<file path="src/gpo_pkg.sv">
// gpo_pkg: shared constants for the port pin block
// assumes: included before the port modules
package gpo_pkg;
  localparam int unsigned GPO_PINS     = 8;
  localparam logic        GPO_RST_BIT  = 1'b0;
  localparam logic [7:0]  GPO_RST_BYTE = 8'h00;
  // port d pin positions
  localparam int unsigned GPO_D_RX     = 0;
  localparam int unsigned GPO_D_TX     = 1;
  localparam int unsigned GPO_D_IRQ0   = 2;
  localparam int unsigned GPO_D_IRQ1   = 3;
  localparam int unsigned GPO_D_CMP1B  = 4;
  localparam int unsigned GPO_D_CMP1A  = 5;
  localparam int unsigned GPO_D_CAP    = 6;
  localparam int unsigned GPO_D_CMP2   = 7;
  // port b pin positions
  localparam int unsigned GPO_B_XCK    = 0;
  localparam int unsigned GPO_B_CNT1   = 1;
  localparam int unsigned GPO_B_IRQ2   = 2;
  localparam int unsigned GPO_B_CMP0   = 3;
  localparam int unsigned GPO_B_SEL    = 4;
  localparam int unsigned GPO_B_MOSI   = 5;
  localparam int unsigned GPO_B_MISO   = 6;
  localparam int unsigned GPO_B_SCK    = 7;
endpackage

</file>
<file path="src/gpo_sync.sv">
// gpo_sync: latch then flop synchroniser for pin levels
// assumes: pins are asynchronous to clk
`timescale 1ns/100ps
`default_nettype none
module gpo_sync
  import gpo_pkg::*;
#(
  parameter int unsigned W = GPO_PINS
) (
  input  wire logic         clk,
  input  wire logic         resetn,
  input  wire logic [W-1:0] pin_in,
  output logic      [W-1:0] sample_q
);
  logic [W-1:0] latch_q;

  // latch open while clk high
  // holds what the pin showed as clk fell; kept as a falling-edge
  // register so the rising-edge capture below never races the latch
  always_ff @(negedge clk or negedge resetn) begin
    if (!resetn) begin
      latch_q <= '0;
    end else begin
      latch_q <= pin_in;
    end
  end

  // captured on next rising edge
  always_ff @(posedge clk or negedge resetn) begin
    if (!resetn) begin
      sample_q <= '0;
    end else begin
      sample_q <= latch_q;
    end
  end
endmodule
`default_nettype wire

</file>
<file path="src/gpo_pin_ctl.sv">
// gpo_pin_ctl: per-pin pull-up, direction and value with overrides
// assumes: override vectors are driven on the same clock
`timescale 1ns/100ps
`default_nettype none
module gpo_pin_ctl
  import gpo_pkg::*;
#(
  parameter int unsigned W = GPO_PINS
) (
  input  wire logic         global_pullup_disable,
  input  wire logic [W-1:0] pin_dir_bit,
  input  wire logic [W-1:0] pin_out_bit,
  input  wire logic [W-1:0] pullup_override_en,
  input  wire logic [W-1:0] pullup_override_val,
  input  wire logic [W-1:0] dir_override_en,
  input  wire logic [W-1:0] dir_override_val,
  input  wire logic [W-1:0] value_override_en,
  input  wire logic [W-1:0] value_override_val,
  output logic      [W-1:0] pull_en,
  output logic      [W-1:0] drive_en,
  output logic      [W-1:0] drive_val
);
  logic [W-1:0] dir_eff;

  always_comb begin
    // overrides replace port controls
    dir_eff   = (dir_override_en & dir_override_val)
              | (~dir_override_en & pin_dir_bit);
    // direction selects drive
    drive_en  = dir_eff;
    drive_val = (value_override_en & value_override_val)
              | (~value_override_en & pin_out_bit);
    // pull-up only input, out bit 1
    pull_en   = (pullup_override_en & pullup_override_val)
              | (~pullup_override_en & ~dir_eff & pin_out_bit
                 & {W{~global_pullup_disable}});
  end
endmodule
`default_nettype wire

</file>
<file path="src/gpo_port.sv">
// gpo_port: two 8-bit port pins groups with alternate functions
// assumes: pins resolved by the testbench from out and oe_n
// How it works
// pull-up: input, out bit 1, enabled; spi master pulls b7..b4 only while pull-ups are globally disabled
// dir 0 input, 1 drives out bit
// software passes hi-z or high between
// pin level readable whatever direction
// latch on high clock, then flop
// spi master forces pins input-less
// spi drives sck, mosi, miso values
// cmp0, irq2, usart clock, inputs routed
// timer1 compares on d5, d4
// usart tx forces d1 output
// usart rx forces d0 input
// d2, d3 feed external irqs
// d7, d5, d4 compare value overrides
// override enable selects override value
`timescale 1ns/100ps
`default_nettype none
module gpo_port
  import gpo_pkg::*;
(
  input  wire logic       clk,
  input  wire logic       resetn,
  input  wire logic       global_pullup_disable,
  input  wire logic [7:0] pin_dir_bit_b,
  input  wire logic [7:0] pin_out_bit_b,
  input  wire logic [7:0] pin_dir_bit_d,
  input  wire logic [7:0] pin_out_bit_d,
  input  wire logic [7:0] pad_in_b,
  input  wire logic [7:0] pad_in_d,
  input  wire logic       serial_periph_enable,
  input  wire logic       master_select,
  input  wire logic       spi_sck_out,
  input  wire logic       spi_slave_out,
  input  wire logic       spi_master_out,
  input  wire logic       compare_zero_en,
  input  wire logic       compare_zero_out,
  input  wire logic       ext_irq_two_en,
  input  wire logic       usart_sync_select,
  input  wire logic       usart_ext_clock,
  input  wire logic       usart_tx_en,
  input  wire logic       usart_tx_data,
  input  wire logic       usart_rx_en,
  input  wire logic       compare_one_a_en,
  input  wire logic       compare_one_a_out,
  input  wire logic       compare_one_b_en,
  input  wire logic       compare_one_b_out,
  input  wire logic       compare_two_en,
  input  wire logic       compare_two_out,
  output logic      [7:0] pad_out_b,
  output logic      [7:0] pad_oe_n_b,
  output logic      [7:0] pad_pull_b,
  output logic      [7:0] pad_out_d,
  output logic      [7:0] pad_oe_n_d,
  output logic      [7:0] pad_pull_d,
  output logic      [7:0] pin_sample_bit_b,
  output logic      [7:0] pin_sample_bit_d,
  output logic            spi_sck_in_q,
  output logic            spi_master_in_q,
  output logic            spi_slave_in_q,
  output logic            spi_select_in_q,
  output logic            ext_irq_two_q,
  output logic            counter_one_ext_clk_q,
  output logic            counter_zero_ext_clk_q,
  output logic            usart_ext_clock_in_q,
  output logic            usart_rx_data_q,
  output logic            ext_irq_zero_q,
  output logic            ext_irq_one_q,
  output logic            capture_one_in_q,
  output logic            comparator_pos_in,
  output logic            comparator_neg_in
);
  // ****************************************************
  // synchronisers
  // ****************************************************
  logic [7:0] samp_b;
  logic [7:0] samp_d;

  // pin sampling synchroniser
  gpo_sync #(.W(8)) u_sync_b (
    .clk      (clk),
    .resetn   (resetn),
    .pin_in   (pad_in_b),
    .sample_q (samp_b)
  );

  gpo_sync #(.W(8)) u_sync_d (
    .clk      (clk),
    .resetn   (resetn),
    .pin_in   (pad_in_d),
    .sample_q (samp_d)
  );

  // ****************************************************
  // port b overrides
  // ****************************************************
  logic       spi_master;
  logic [7:0] b_pullup_override_en;
  logic [7:0] b_pullup_override_val;
  logic [7:0] b_dir_override_en;
  logic [7:0] b_value_override_en;
  logic [7:0] b_value_override_val;
  logic [7:0] b_input_enable_override_en;
  logic [7:0] b_input_enable_override_val;

  always_comb begin
    spi_master = serial_periph_enable & master_select;
    b_pullup_override_en  = '0;
    b_pullup_override_val  = '0;
    b_dir_override_en  = '0;
    b_value_override_en  = '0;
    b_value_override_val  = '0;
    b_input_enable_override_en = '0;
    b_input_enable_override_val = '0;
    // spi pull-up and direction override
    b_pullup_override_en[7:4] = {4{spi_master}};
    b_pullup_override_val[7:4] = pin_out_bit_b[7:4] & {4{global_pullup_disable}};
    b_dir_override_en[7:4] = {4{spi_master}};
    // spi value override, not select
    b_value_override_en[GPO_B_SCK]  = spi_master;
    b_value_override_en[GPO_B_MISO] = spi_master;
    b_value_override_en[GPO_B_MOSI] = spi_master;
    b_value_override_val[GPO_B_SCK]  = spi_sck_out;
    b_value_override_val[GPO_B_MISO] = spi_slave_out;
    b_value_override_val[GPO_B_MOSI] = spi_master_out;
    // compare zero and usart clock
    b_value_override_en[GPO_B_CMP0] = compare_zero_en;
    b_value_override_val[GPO_B_CMP0] = compare_zero_out;
    b_value_override_en[GPO_B_XCK]  = usart_sync_select;
    b_value_override_val[GPO_B_XCK]  = usart_ext_clock;
    // irq2 forces input enable
    b_input_enable_override_en[GPO_B_IRQ2] = ext_irq_two_en;
    b_input_enable_override_val[GPO_B_IRQ2] = 1'b1;
  end

  // ****************************************************
  // port d overrides
  // ****************************************************
  logic [7:0] d_pullup_override_en;
  logic [7:0] d_pullup_override_val;
  logic [7:0] d_dir_override_en;
  logic [7:0] d_dir_override_val;
  logic [7:0] d_value_override_en;
  logic [7:0] d_value_override_val;

  always_comb begin
    d_pullup_override_en = '0;
    d_pullup_override_val = '0;
    d_dir_override_en = '0;
    d_dir_override_val = '0;
    d_value_override_en = '0;
    d_value_override_val = '0;
    // transmitter forces output
    d_dir_override_en[GPO_D_TX] = usart_tx_en;
    d_dir_override_val[GPO_D_TX] = 1'b1;
    d_value_override_en[GPO_D_TX] = usart_tx_en;
    d_value_override_val[GPO_D_TX] = usart_tx_data;
    // receiver forces input, pull-up kept
    d_dir_override_en[GPO_D_RX] = usart_rx_en;
    d_dir_override_val[GPO_D_RX] = 1'b0;
    // compare value overrides
    d_value_override_en[GPO_D_CMP1A] = compare_one_a_en;
    d_value_override_val[GPO_D_CMP1A] = compare_one_a_out;
    d_value_override_en[GPO_D_CMP1B] = compare_one_b_en;
    d_value_override_val[GPO_D_CMP1B] = compare_one_b_out;
    d_value_override_en[GPO_D_CMP2]  = compare_two_en;
    d_value_override_val[GPO_D_CMP2]  = compare_two_out;
  end

  // ****************************************************
  // pin control
  // ****************************************************
  logic [7:0] b_pull;
  logic [7:0] b_drv;
  logic [7:0] b_val;
  logic [7:0] d_pull;
  logic [7:0] d_drv;
  logic [7:0] d_val;

  // per-pin override mux
  gpo_pin_ctl #(.W(8)) u_ctl_b (
    .global_pullup_disable (global_pullup_disable),
    .pin_dir_bit           (pin_dir_bit_b),
    .pin_out_bit           (pin_out_bit_b),
    .pullup_override_en    (b_pullup_override_en),
    .pullup_override_val   (b_pullup_override_val),
    .dir_override_en       (b_dir_override_en),
    .dir_override_val      (8'h00),
    .value_override_en     (b_value_override_en),
    .value_override_val    (b_value_override_val),
    .pull_en               (b_pull),
    .drive_en              (b_drv),
    .drive_val             (b_val)
  );

  gpo_pin_ctl #(.W(8)) u_ctl_d (
    .global_pullup_disable (global_pullup_disable),
    .pin_dir_bit           (pin_dir_bit_d),
    .pin_out_bit           (pin_out_bit_d),
    .pullup_override_en    (d_pullup_override_en),
    .pullup_override_val   (d_pullup_override_val),
    .dir_override_en       (d_dir_override_en),
    .dir_override_val      (d_dir_override_val),
    .value_override_en     (d_value_override_en),
    .value_override_val    (d_value_override_val),
    .pull_en               (d_pull),
    .drive_en              (d_drv),
    .drive_val             (d_val)
  );

  // ****************************************************
  // registered pad drive
  // ****************************************************
  // drive and enable per direction
  always_ff @(posedge clk or negedge resetn) begin
    if (!resetn) begin
      pad_out_b  <= GPO_RST_BYTE;
      pad_oe_n_b <= 8'hff;
      pad_pull_b <= GPO_RST_BYTE;
      pad_out_d  <= GPO_RST_BYTE;
      pad_oe_n_d <= 8'hff;
      pad_pull_d <= GPO_RST_BYTE;
    end else begin
      pad_out_b  <= b_val;
      pad_oe_n_b <= ~b_drv;
      pad_pull_b <= b_pull;
      pad_out_d  <= d_val;
      pad_oe_n_d <= ~d_drv;
      pad_pull_d <= d_pull;
    end
  end

  // ****************************************************
  // digital input enable
  // ****************************************************
  logic [7:0] b_in_en;
  logic [7:0] b_in_lvl;

  // inputs stay enabled unless an override says otherwise
  always_comb begin
    b_in_en  = (b_input_enable_override_en & b_input_enable_override_val) | ~b_input_enable_override_en;
    b_in_lvl = samp_b & b_in_en;
  end

  // ****************************************************
  // input readback and routing
  // ****************************************************
  // samples visible in any direction
  always_ff @(posedge clk or negedge resetn) begin
    if (!resetn) begin
      pin_sample_bit_b <= GPO_RST_BYTE;
      pin_sample_bit_d <= GPO_RST_BYTE;
    end else begin
      pin_sample_bit_b <= samp_b;
      pin_sample_bit_d <= samp_d;
    end
  end

  always_ff @(posedge clk or negedge resetn) begin
    if (!resetn) begin
      spi_sck_in_q           <= GPO_RST_BIT;
      spi_master_in_q        <= GPO_RST_BIT;
      spi_slave_in_q         <= GPO_RST_BIT;
      spi_select_in_q        <= GPO_RST_BIT;
      ext_irq_two_q          <= GPO_RST_BIT;
      counter_one_ext_clk_q  <= GPO_RST_BIT;
      counter_zero_ext_clk_q <= GPO_RST_BIT;
      usart_ext_clock_in_q   <= GPO_RST_BIT;
      usart_rx_data_q        <= GPO_RST_BIT;
      ext_irq_zero_q         <= GPO_RST_BIT;
      ext_irq_one_q          <= GPO_RST_BIT;
      capture_one_in_q       <= GPO_RST_BIT;
    end else begin
      // spi inputs incl. select
      spi_sck_in_q           <= samp_b[GPO_B_SCK];
      spi_master_in_q        <= samp_b[GPO_B_MISO];
      spi_slave_in_q         <= samp_b[GPO_B_MOSI];
      spi_select_in_q        <= samp_b[GPO_B_SEL];
      // irq2, counter and usart clocks
      ext_irq_two_q          <= b_in_lvl[GPO_B_IRQ2];
      counter_one_ext_clk_q  <= samp_b[GPO_B_CNT1];
      counter_zero_ext_clk_q <= samp_b[GPO_B_XCK];
      usart_ext_clock_in_q   <= samp_b[GPO_B_XCK];
      usart_rx_data_q        <= samp_d[GPO_D_RX];
      // external irq sources
      ext_irq_zero_q         <= samp_d[GPO_D_IRQ0];
      ext_irq_one_q          <= samp_d[GPO_D_IRQ1];
      // capture input
      capture_one_in_q       <= samp_d[GPO_D_CAP];
    end
  end

  // analog comparator inputs, registered from synchroniser samples
  always_ff @(posedge clk or negedge resetn) begin
    if (!resetn) begin
      comparator_pos_in <= GPO_RST_BIT;
      comparator_neg_in <= GPO_RST_BIT;
    end else begin
      comparator_pos_in <= samp_b[GPO_B_IRQ2];
      comparator_neg_in <= samp_b[GPO_B_CMP0];
    end
  end
endmodule
`default_nettype wire

</file>
<file path="config.mk">
export PLATFORM = sky130hd
export DESIGN_NAME = gpo_port
export DESIGN_NICKNAME = d
export VERILOG_FILES = /design/src/gpo_pkg.sv /design/src/gpo_sync.sv /design/src/gpo_pin_ctl.sv /design/src/gpo_port.sv
export SDC_FILE = /design/constraint.sdc
export NUM_CORES = 1
export LEC_CHECK = 0
export BUFFER_PORTS_ARGS = -buffer_cell sky130_fd_sc_hd__buf_2
export CAP_MARGIN = 15
export CORE_AREA = 2 2 86 88
export DETAILED_ROUTE_END_ITERATION = 8
export DIE_AREA = 0 0 88 90
export GPL_TIMING_DRIVEN = 0
export PLACE_DENSITY = 0.82
export REMOVE_ABC_BUFFERS = 1
export SLEW_MARGIN = 25
export SYNTH_ARGS = -nofsm -noshare
export SYNTH_HDL_FRONTEND = slang
export SYNTH_HIERARCHICAL = 1
export SYNTH_SLANG_ARGS = --single-unit
</file>
<file path="constraint.sdc">
create_clock -name clk -period 1.9 [get_ports clk]
set_clock_uncertainty 0.1 [all_clocks]
set_input_delay 0.285 -clock clk [delete_from_list [all_inputs] [get_ports clk]]
set_output_delay 0.285 -clock clk [all_outputs]
set_load 0.005 [all_outputs]
</file>
## Word level (Yosys, flattened, before mapping)

Index checks and enable logic that the tools add are counted.
Widths: inputs -> output; s select.

- Register bits after elaboration: 109
- Logic and storage cells: 53
- Bits of input ports: 70

- Bitwise logic cells: 28

Operators with widths:

| operator | number |
|---|---|
| $and 8x8->8 | 12 |
| $not 8->8 | 5 |
| $or 8x8->8 | 3 |
| $not 2->8 | 1 |
| $or 2x8->8 | 1 |
| $and 4x4->4 | 1 |
| $and 3x3->3 | 1 |
| $not 3->3 | 1 |
| $or 3x3->3 | 1 |
| $and 1x1->1 | 1 |
| $not 1->1 | 1 |

## Longest topological paths before layout

Gate-level depths: netlist (run 1).

- Word-level depth: 8
- Gate-level depth with buffers: 3

## Cells and area by module

Netlist (run 1), hierarchy kept.

Modules (own cells, without submodules):

| module | cells an instance | seq. area each (sq um) | area each (sq um) | times used |
|---|---|---|---|---|
| gpo_port | 101 | 1621.6 | 1825.5 | 1 |
| gpo_sync | 16 | 400.4 | 400.4 | 2 |
| gpo_pin_ctl | 49 | 0.0 | 385.4 | 2 |

==> results of run 1 <==
[cell type report]
cell class | count | area share, %
Sequential cell | 96 | 51.3
Multi-Input combinational cell | 168 | 22.1
Inverter | 32 | 2.54
Timing Repair Buffer | 153 | 17.7
Tap cell | 99 | 2.62
Clock buffer | 10 | 2.70
Clock inverter | 6 | 1.14
[path summary, 6_finish.rpt]
path / startpoint / end / slack (ns) / cells after the start
max reg2reg: u_sync_b/latch_q[4]$_DFF_NN0_ / u_sync_b/sample_q[4]$_DFF_PN0_ / 0.41 / 0
min: usart_tx_data / pad_out_d[1]$_DFF_PN0_ / 0.02 / 3
max in group clk: serial_periph_enable / pad_pull_b[4]$_DFF_PN0_ / 0.41 / 4
min reg2reg: u_sync_b/sample_q[1]$_DFF_PN0_ / pin_sample_bit_b[1]$_DFF_PN0_ / 0.25 / 0
max: resetn / u_sync_b/latch_q[7]$_DFF_NN0_ / 0.16 / 3
min in group asynchronous: resetn / pad_out_d[1]$_DFF_PN0_ / 0.36 / 3
[cells by family after synthesis]
| kind of cell | after synthesis | synth area share [%] |
|---|---|---|
| AND/OR/NAND/NOR | 37 | 4.46 |
| flip-flops | 96 | 71.3 |
| AO/OA/AOI/OAI | 32 | 10.0 |
| multiplexers | 16 | 7.07 |
| buffers and inverters | 48 | 6.92 |
| other | 2 | 0.221 |
[cell usage after synthesis, drive strengths merged]
library cell  number
dfstp             16
o21ai             16
mux2              16
conb               2
dfrtp             64
and2               5
dfrtn             16
nand2             32
inv               32
o41ai             16
buf               16
[repair_timing]
action / in CTS / in global routing
setup buffers: 0 / 0
endpoints found under the hold margin: 34 / 0
hold buffers: 6 / 0
gates resized for setup: 0 / 0
setup endpoints to repair: 0 / 0
[layer usage]
| layer | GRT usage, % | share of wire [%] | wire (µm) | up-vias |
|---|---|---|---|---|
| li1 | - | - | - | 1102 |
| met3 | 8.17 | 9.2 | 564 | 11 |
| met1 | 18.3 | 37 | 2260 | 1053 |
| met4 | 6.03 | 2.0 | 125 | 0 |
| met2 | 28.6 | 52 | 3190 | 93 |
| met5 | 0 | 0 | 0 | - |
[critical path, stage by stage]
cell           delay [ns]
dlygate4sd3_1        0.55
buf_6                0.14
buf_16               0.27
[sequential cells by signal (all words and copies together) (netlist names)]
signal,flops
pad_oe_n_b,8
pad_oe_n_d,8
pad_out_b,8
pad_out_d,8
pad_pull_b,8
pad_pull_d,8
pin_sample_bit_b,8
pin_sample_bit_d,8
u_sync_b/latch_q,8
u_sync_b/sample_q,8
u_sync_d/latch_q,8
u_sync_d/sample_q,8
[where the power goes]
part / switching, µW / internal (µW) / total (µW)
registers: 31.0 / 2190 / 2220
clock network: 706 / 496 / 1200
logic: 220 / 219 / 440
total: 957 / 2900 / 3860
[metrics by stage]
step	cells	setup TNS (ns)
5_1_grt	564	0
4_1_cts	564	0
3_5_place_dp	542	0
3_3_place_gp	541	-39.99
2_1_floorplan	296	0
6_report	564	0
==> reports/qor.yml, run 1 <==
htree_levels: 3
cts_root_buf: "clkbuf_8"
layout_setup_ws_ns: 0.155
die_y_um: 90
nets: 530
required_ns: 1.44
placementRows: 31
crit_type: "input pin to asynchronous set/reset pin"
setup_viol_count_final: 0
place_area_um2: 4470
status: "finished clean"
yosys.area.top_type_share_pct: 47.1
drc: 0
drtIter0Drc: 22
cts_tree: "done"
rsz0062_at_grt: "no"
layout_common_cells: "buf_2, conb_1, dfrtp_1, inv_1, nand2_1"
grt_pass1_wl_um: 10000
grt_pass1_vias: 2259
port_buffers: 146
slew_viol_final: 0
drtPass1Iterations: 4
fin_area_um2: 4730
die_area_um2: 7920
clockBufferDepth: 2
start_util_pct: 48.4
worst_pin_slew_ns: 0.888
detail-route-antenna-nets: 0
nFillCells: 529
maxSlewHeadroom_pct: 40.8
post-route-util_pct: 67.3
clk_pin_slew_ns: 0.10
synthCells: 231
powerDensity_nw_per_um2: 817
power.leakage_uw: 0.00258
multi_input_comb_area_um2: 1040
synthesis.area_um2: 3400
worstSetupStartpointType: "input pin"
synth_seq_cells: 96
grt.overflow.total: 0
hold_viol_final: 0
area_delta_synth_final_pct: 39.1
max_cap_violations: 0
worstPathArrival_ns: 1.28
synthTopCellsByArea: "dfrtp_1, dfstp_2, dfrtn_1, o41ai_2, mux2_4"
dp_hpwl_um: 4570
grt_max_degree: 65
antenna_found_initial: 0
wl_per_cell_um: 10.9
avgSynthCellArea_um2: 14.7
drive_gt1_share_pct: 45.4
critPathCaptureType: "asynchronous set/reset pin"
synth_warnings: 6
grt.total_usage_pct: 17.0
worstPathMaxFanout: 64
vias_per_cell: 4.01
synth_cell_types: 12
clkSinkCount: 96
p_total_uw: 3860
final_common_cell: "buf_2"
core_area_um2: 7020
gp_congestion: 0.737
wl_um: 6140
io_pins: 148
hp-class: "input pin to flop"
dp_slack_ns: 0.0299
seq_area_frac_synth_pct: 71.3
regArea_um2: 2420
die_w_um: 88
vias: 2259
diodes: 0
max-vdd-ir-drop_mv: 0.362
synth_largest_area_cell: "dfrtp_1"
insertion_delay_ns: 0.35
hold_ws_ns: 0.0211
cts_made_buffers: 9
Note: power is estimated with default switching activity, not from simulation.
==> inputs of run 2 (changes only) <==
--- a/config.mk
+++ b/config.mk
@@ -7,11 +7,13 @@
 export LEC_CHECK = 0
 export BUFFER_PORTS_ARGS = -buffer_cell sky130_fd_sc_hd__buf_2
 export CAP_MARGIN = 15
-export CORE_AREA = 2 2 86 88
+export CELL_PAD_IN_SITES_DETAIL_PLACEMENT = 0
+export CELL_PAD_IN_SITES_GLOBAL_PLACEMENT = 1
+export CORE_AREA = 2 2 97 99
 export DETAILED_ROUTE_END_ITERATION = 8
-export DIE_AREA = 0 0 88 90
+export DIE_AREA = 0 0 99 101
 export GPL_TIMING_DRIVEN = 0
-export PLACE_DENSITY = 0.82
+export PLACE_DENSITY_LB_ADDON = 0.1
 export REMOVE_ABC_BUFFERS = 1
 export SLEW_MARGIN = 25
 export SYNTH_ARGS = -nofsm -noshare
==> run 2 against run 1 <==
  * Die area grew 26%
  * Largest cell class unchanged
  * Final cell count grew 2.1%
  * Register-to-register slack is essentially flat
  * Via count shrank 2.9%
  * Core utilization shrank 14 points
  * Routed wire length grew 0.34%
==> reports/qor.yml, run 2 (synthesis results as in run 1) <==
worst_pin_slew_ns: 0.776  # -0.112 ns
worstSetupStartpointType: "input pin"
cts_root_buf: "clkbuf_8"
diodes: 0  # unchanged
reg2reg_depth: 0  # unchanged
slew_viol_final: 0  # unchanged
clkPwrFrac_pct: 35.7  # +4.6 points
status: "finished clean"
grt.total_usage_pct: 13.0  # -3.9 points
combPwrFrac_pct: 10.5  # -0.9 points
pwr-share-seq_pct: 53.8  # -3.7 points
grt_max_degree: 63  # -3.1%
switchingPower_uw: 962  # +0.57%
hold_viol_final: 0  # unchanged
post-route-util_pct: 53.3  # -14 points
max-vdd-ir-drop_mv: 0.380  # +5.2%
max_cap_violations: 0  # unchanged
hold_ws_ns: 0.0264  # +0.00529 ns
die_y_um: 101  # +12%
nets: 530  # unchanged
layout_common_cells: "buf_2, conb_1, dfrtp_1, inv_1, nand2_1"
hp-class: "input pin to flop"
port_buffers: 146  # unchanged
cts_resized: 0  # unchanged
min_to: "pad_out_d[5]$_DFF_PN0_"
setup_viol_count_final: 0  # unchanged
worstPathArrival_ns: 1.29  # about the same
drtIter0Drc: 20  # -9.1%
r2r-start: "u_sync_d/latch_q[2]$_DFF_NN0_"
clockBufferDepth: 2  # unchanged
final_common_cell: "buf_2"
drive_gt1_share_pct: 45.6  # +0.22 points
crit_type: "input pin to asynchronous set/reset pin"
grt_pass1_vias: 2045  # -9.5%
maxSlewHeadroom_pct: 48.3  # +7.5 points
worstPathMaxFanout: 62  # -3.1%
clkSinkCount: 96  # unchanged
drtPass1Iterations: 4  # unchanged
insertion_delay_ns: 0.35  # about the same
power.leakage_uw: 0.00260  # +1.0%
r2r_end: "u_sync_d/sample_q[2]$_DFF_PN0_"
grt_pass1_wl_um: 9780  # -2.1%
start_util_pct: 37.8  # -11 points
p_int_uw: 3160  # +9.0%
clk_pin_slew_ns: 0.09  # about the same
die_area_um2: 10000  # +26%
io_pins: 148  # unchanged
hold_buffers: 6  # unchanged
dp_hpwl_um: 4580  # about the same
critPathCaptureType: "asynchronous set/reset pin"
hold_depth: 3  # unchanged
powerDensity_nw_per_um2: 862  # +5.6%
area_delta_synth_final_pct: 40.9
grt.overflow.total: 0  # unchanged
vias: 2194  # -2.9%
vias_per_cell: 3.81  # -4.9%
wl_um: 6160  # +0.34%
core_area_um2: 8980  # +28%
rsz0062_at_grt: "no"
antenna_found_initial: 1  # +1
drc: 0  # unchanged
min_from: "compare_one_a_out"
switching_share_pct: 23.3  # -1.5 points
postCtsSetupBuffers: 0  # unchanged
wl_per_cell_um: 10.7  # -1.7%
placementRows: 35  # +13%
finalSetupTns_ns: 0  # unchanged
htree_levels: 3  # unchanged
r2r_slack_ns: 0.41  # about the same
detail-route-antenna-nets: 0  # unchanged
cts_made_buffers: 9  # unchanged
cts_tree: "done"
gp_congestion: 0.679  # -8.0%
required_ns: 1.44  # about the same
die_w_um: 99  # +13%
==> run 2: cell types whose count changed in the layout (fill, tap and decap cells not counted), sizes merged <==
| cell | previous run | this run |
|---|---|---|
| bufinv | 0 | 2 |
| clkbuf | 10 | 9 |
| clkinvlp | 3 | 2 |
==> run 2: power groups by stage <==
stage / Sequential [µW] / Combinational, µW / Clock [µW]
6_report: 2220 / 434 / 1470
5_1_grt: 2230 / 497 / 1620
4_1_cts: 2220 / 446 / 1540
3_5_place_dp: 2260 / 432 / 0
3_3_place_gp: 2260 / 418 / 0
2_1_floorplan: 2280 / 154 / 0
==> run 2: worst max-delay path, cell delays in order <==
cell           delay (ns)
dlygate4sd3_1        0.54
buf_6                0.15
buf_16               0.28
==> run 2: worst max-delay path by stage <==
stage,endpoint,start,depth (start not counted)
CTS,u_sync_b/latch_q[3]$_DFF_NN0_,resetn,3
detailed placement,pad_pull_b[4]$_DFF_PN0_,serial_periph_enable,4
global placement,u_sync_d/latch_q[5]$_DFF_NN0_,resetn,1
floorplan,pad_pull_b[4]$_DFF_PN0_,serial_periph_enable,3
finish,u_sync_d/latch_q[5]$_DFF_NN0_,resetn,3
global route,u_sync_b/latch_q[3]$_DFF_NN0_,resetn,3
==> run 2: area by class of cell <==
type,instances,area [µm²]
inverters,32,120
flip-flops and latches,96,2420
repair buffers,153,835
clock buffers,9,124
clock inverters,7,103
multi-input cells,168,1040
well taps,111,139
fillers,805,4190
==> run 2: metal layers <==
layer,vias to the layer above,routed length (µm),track usage (%),share of wire [%]
met4,2,125,6.95,2.0
met5,-,14,0,0.23
met3,13,567,5.13,9.2
met2,88,2980,20.4,48
li1,1102,-,-,-
met1,989,2480,15.5,40
==> run 2: per-stage QoR <==
step	instance area, µm²	total power [µW]	cells	setup slack, ns
after global routing	4790	4350	576	0.0759
after global placement	4460	2670	553	-1.33
after floorplan	3590	2430	296	0.386
after CTS	4790	4210	576	0.137
final	4790	4130	576	0.149
after detailed placement	4490	2690	554	0.0819
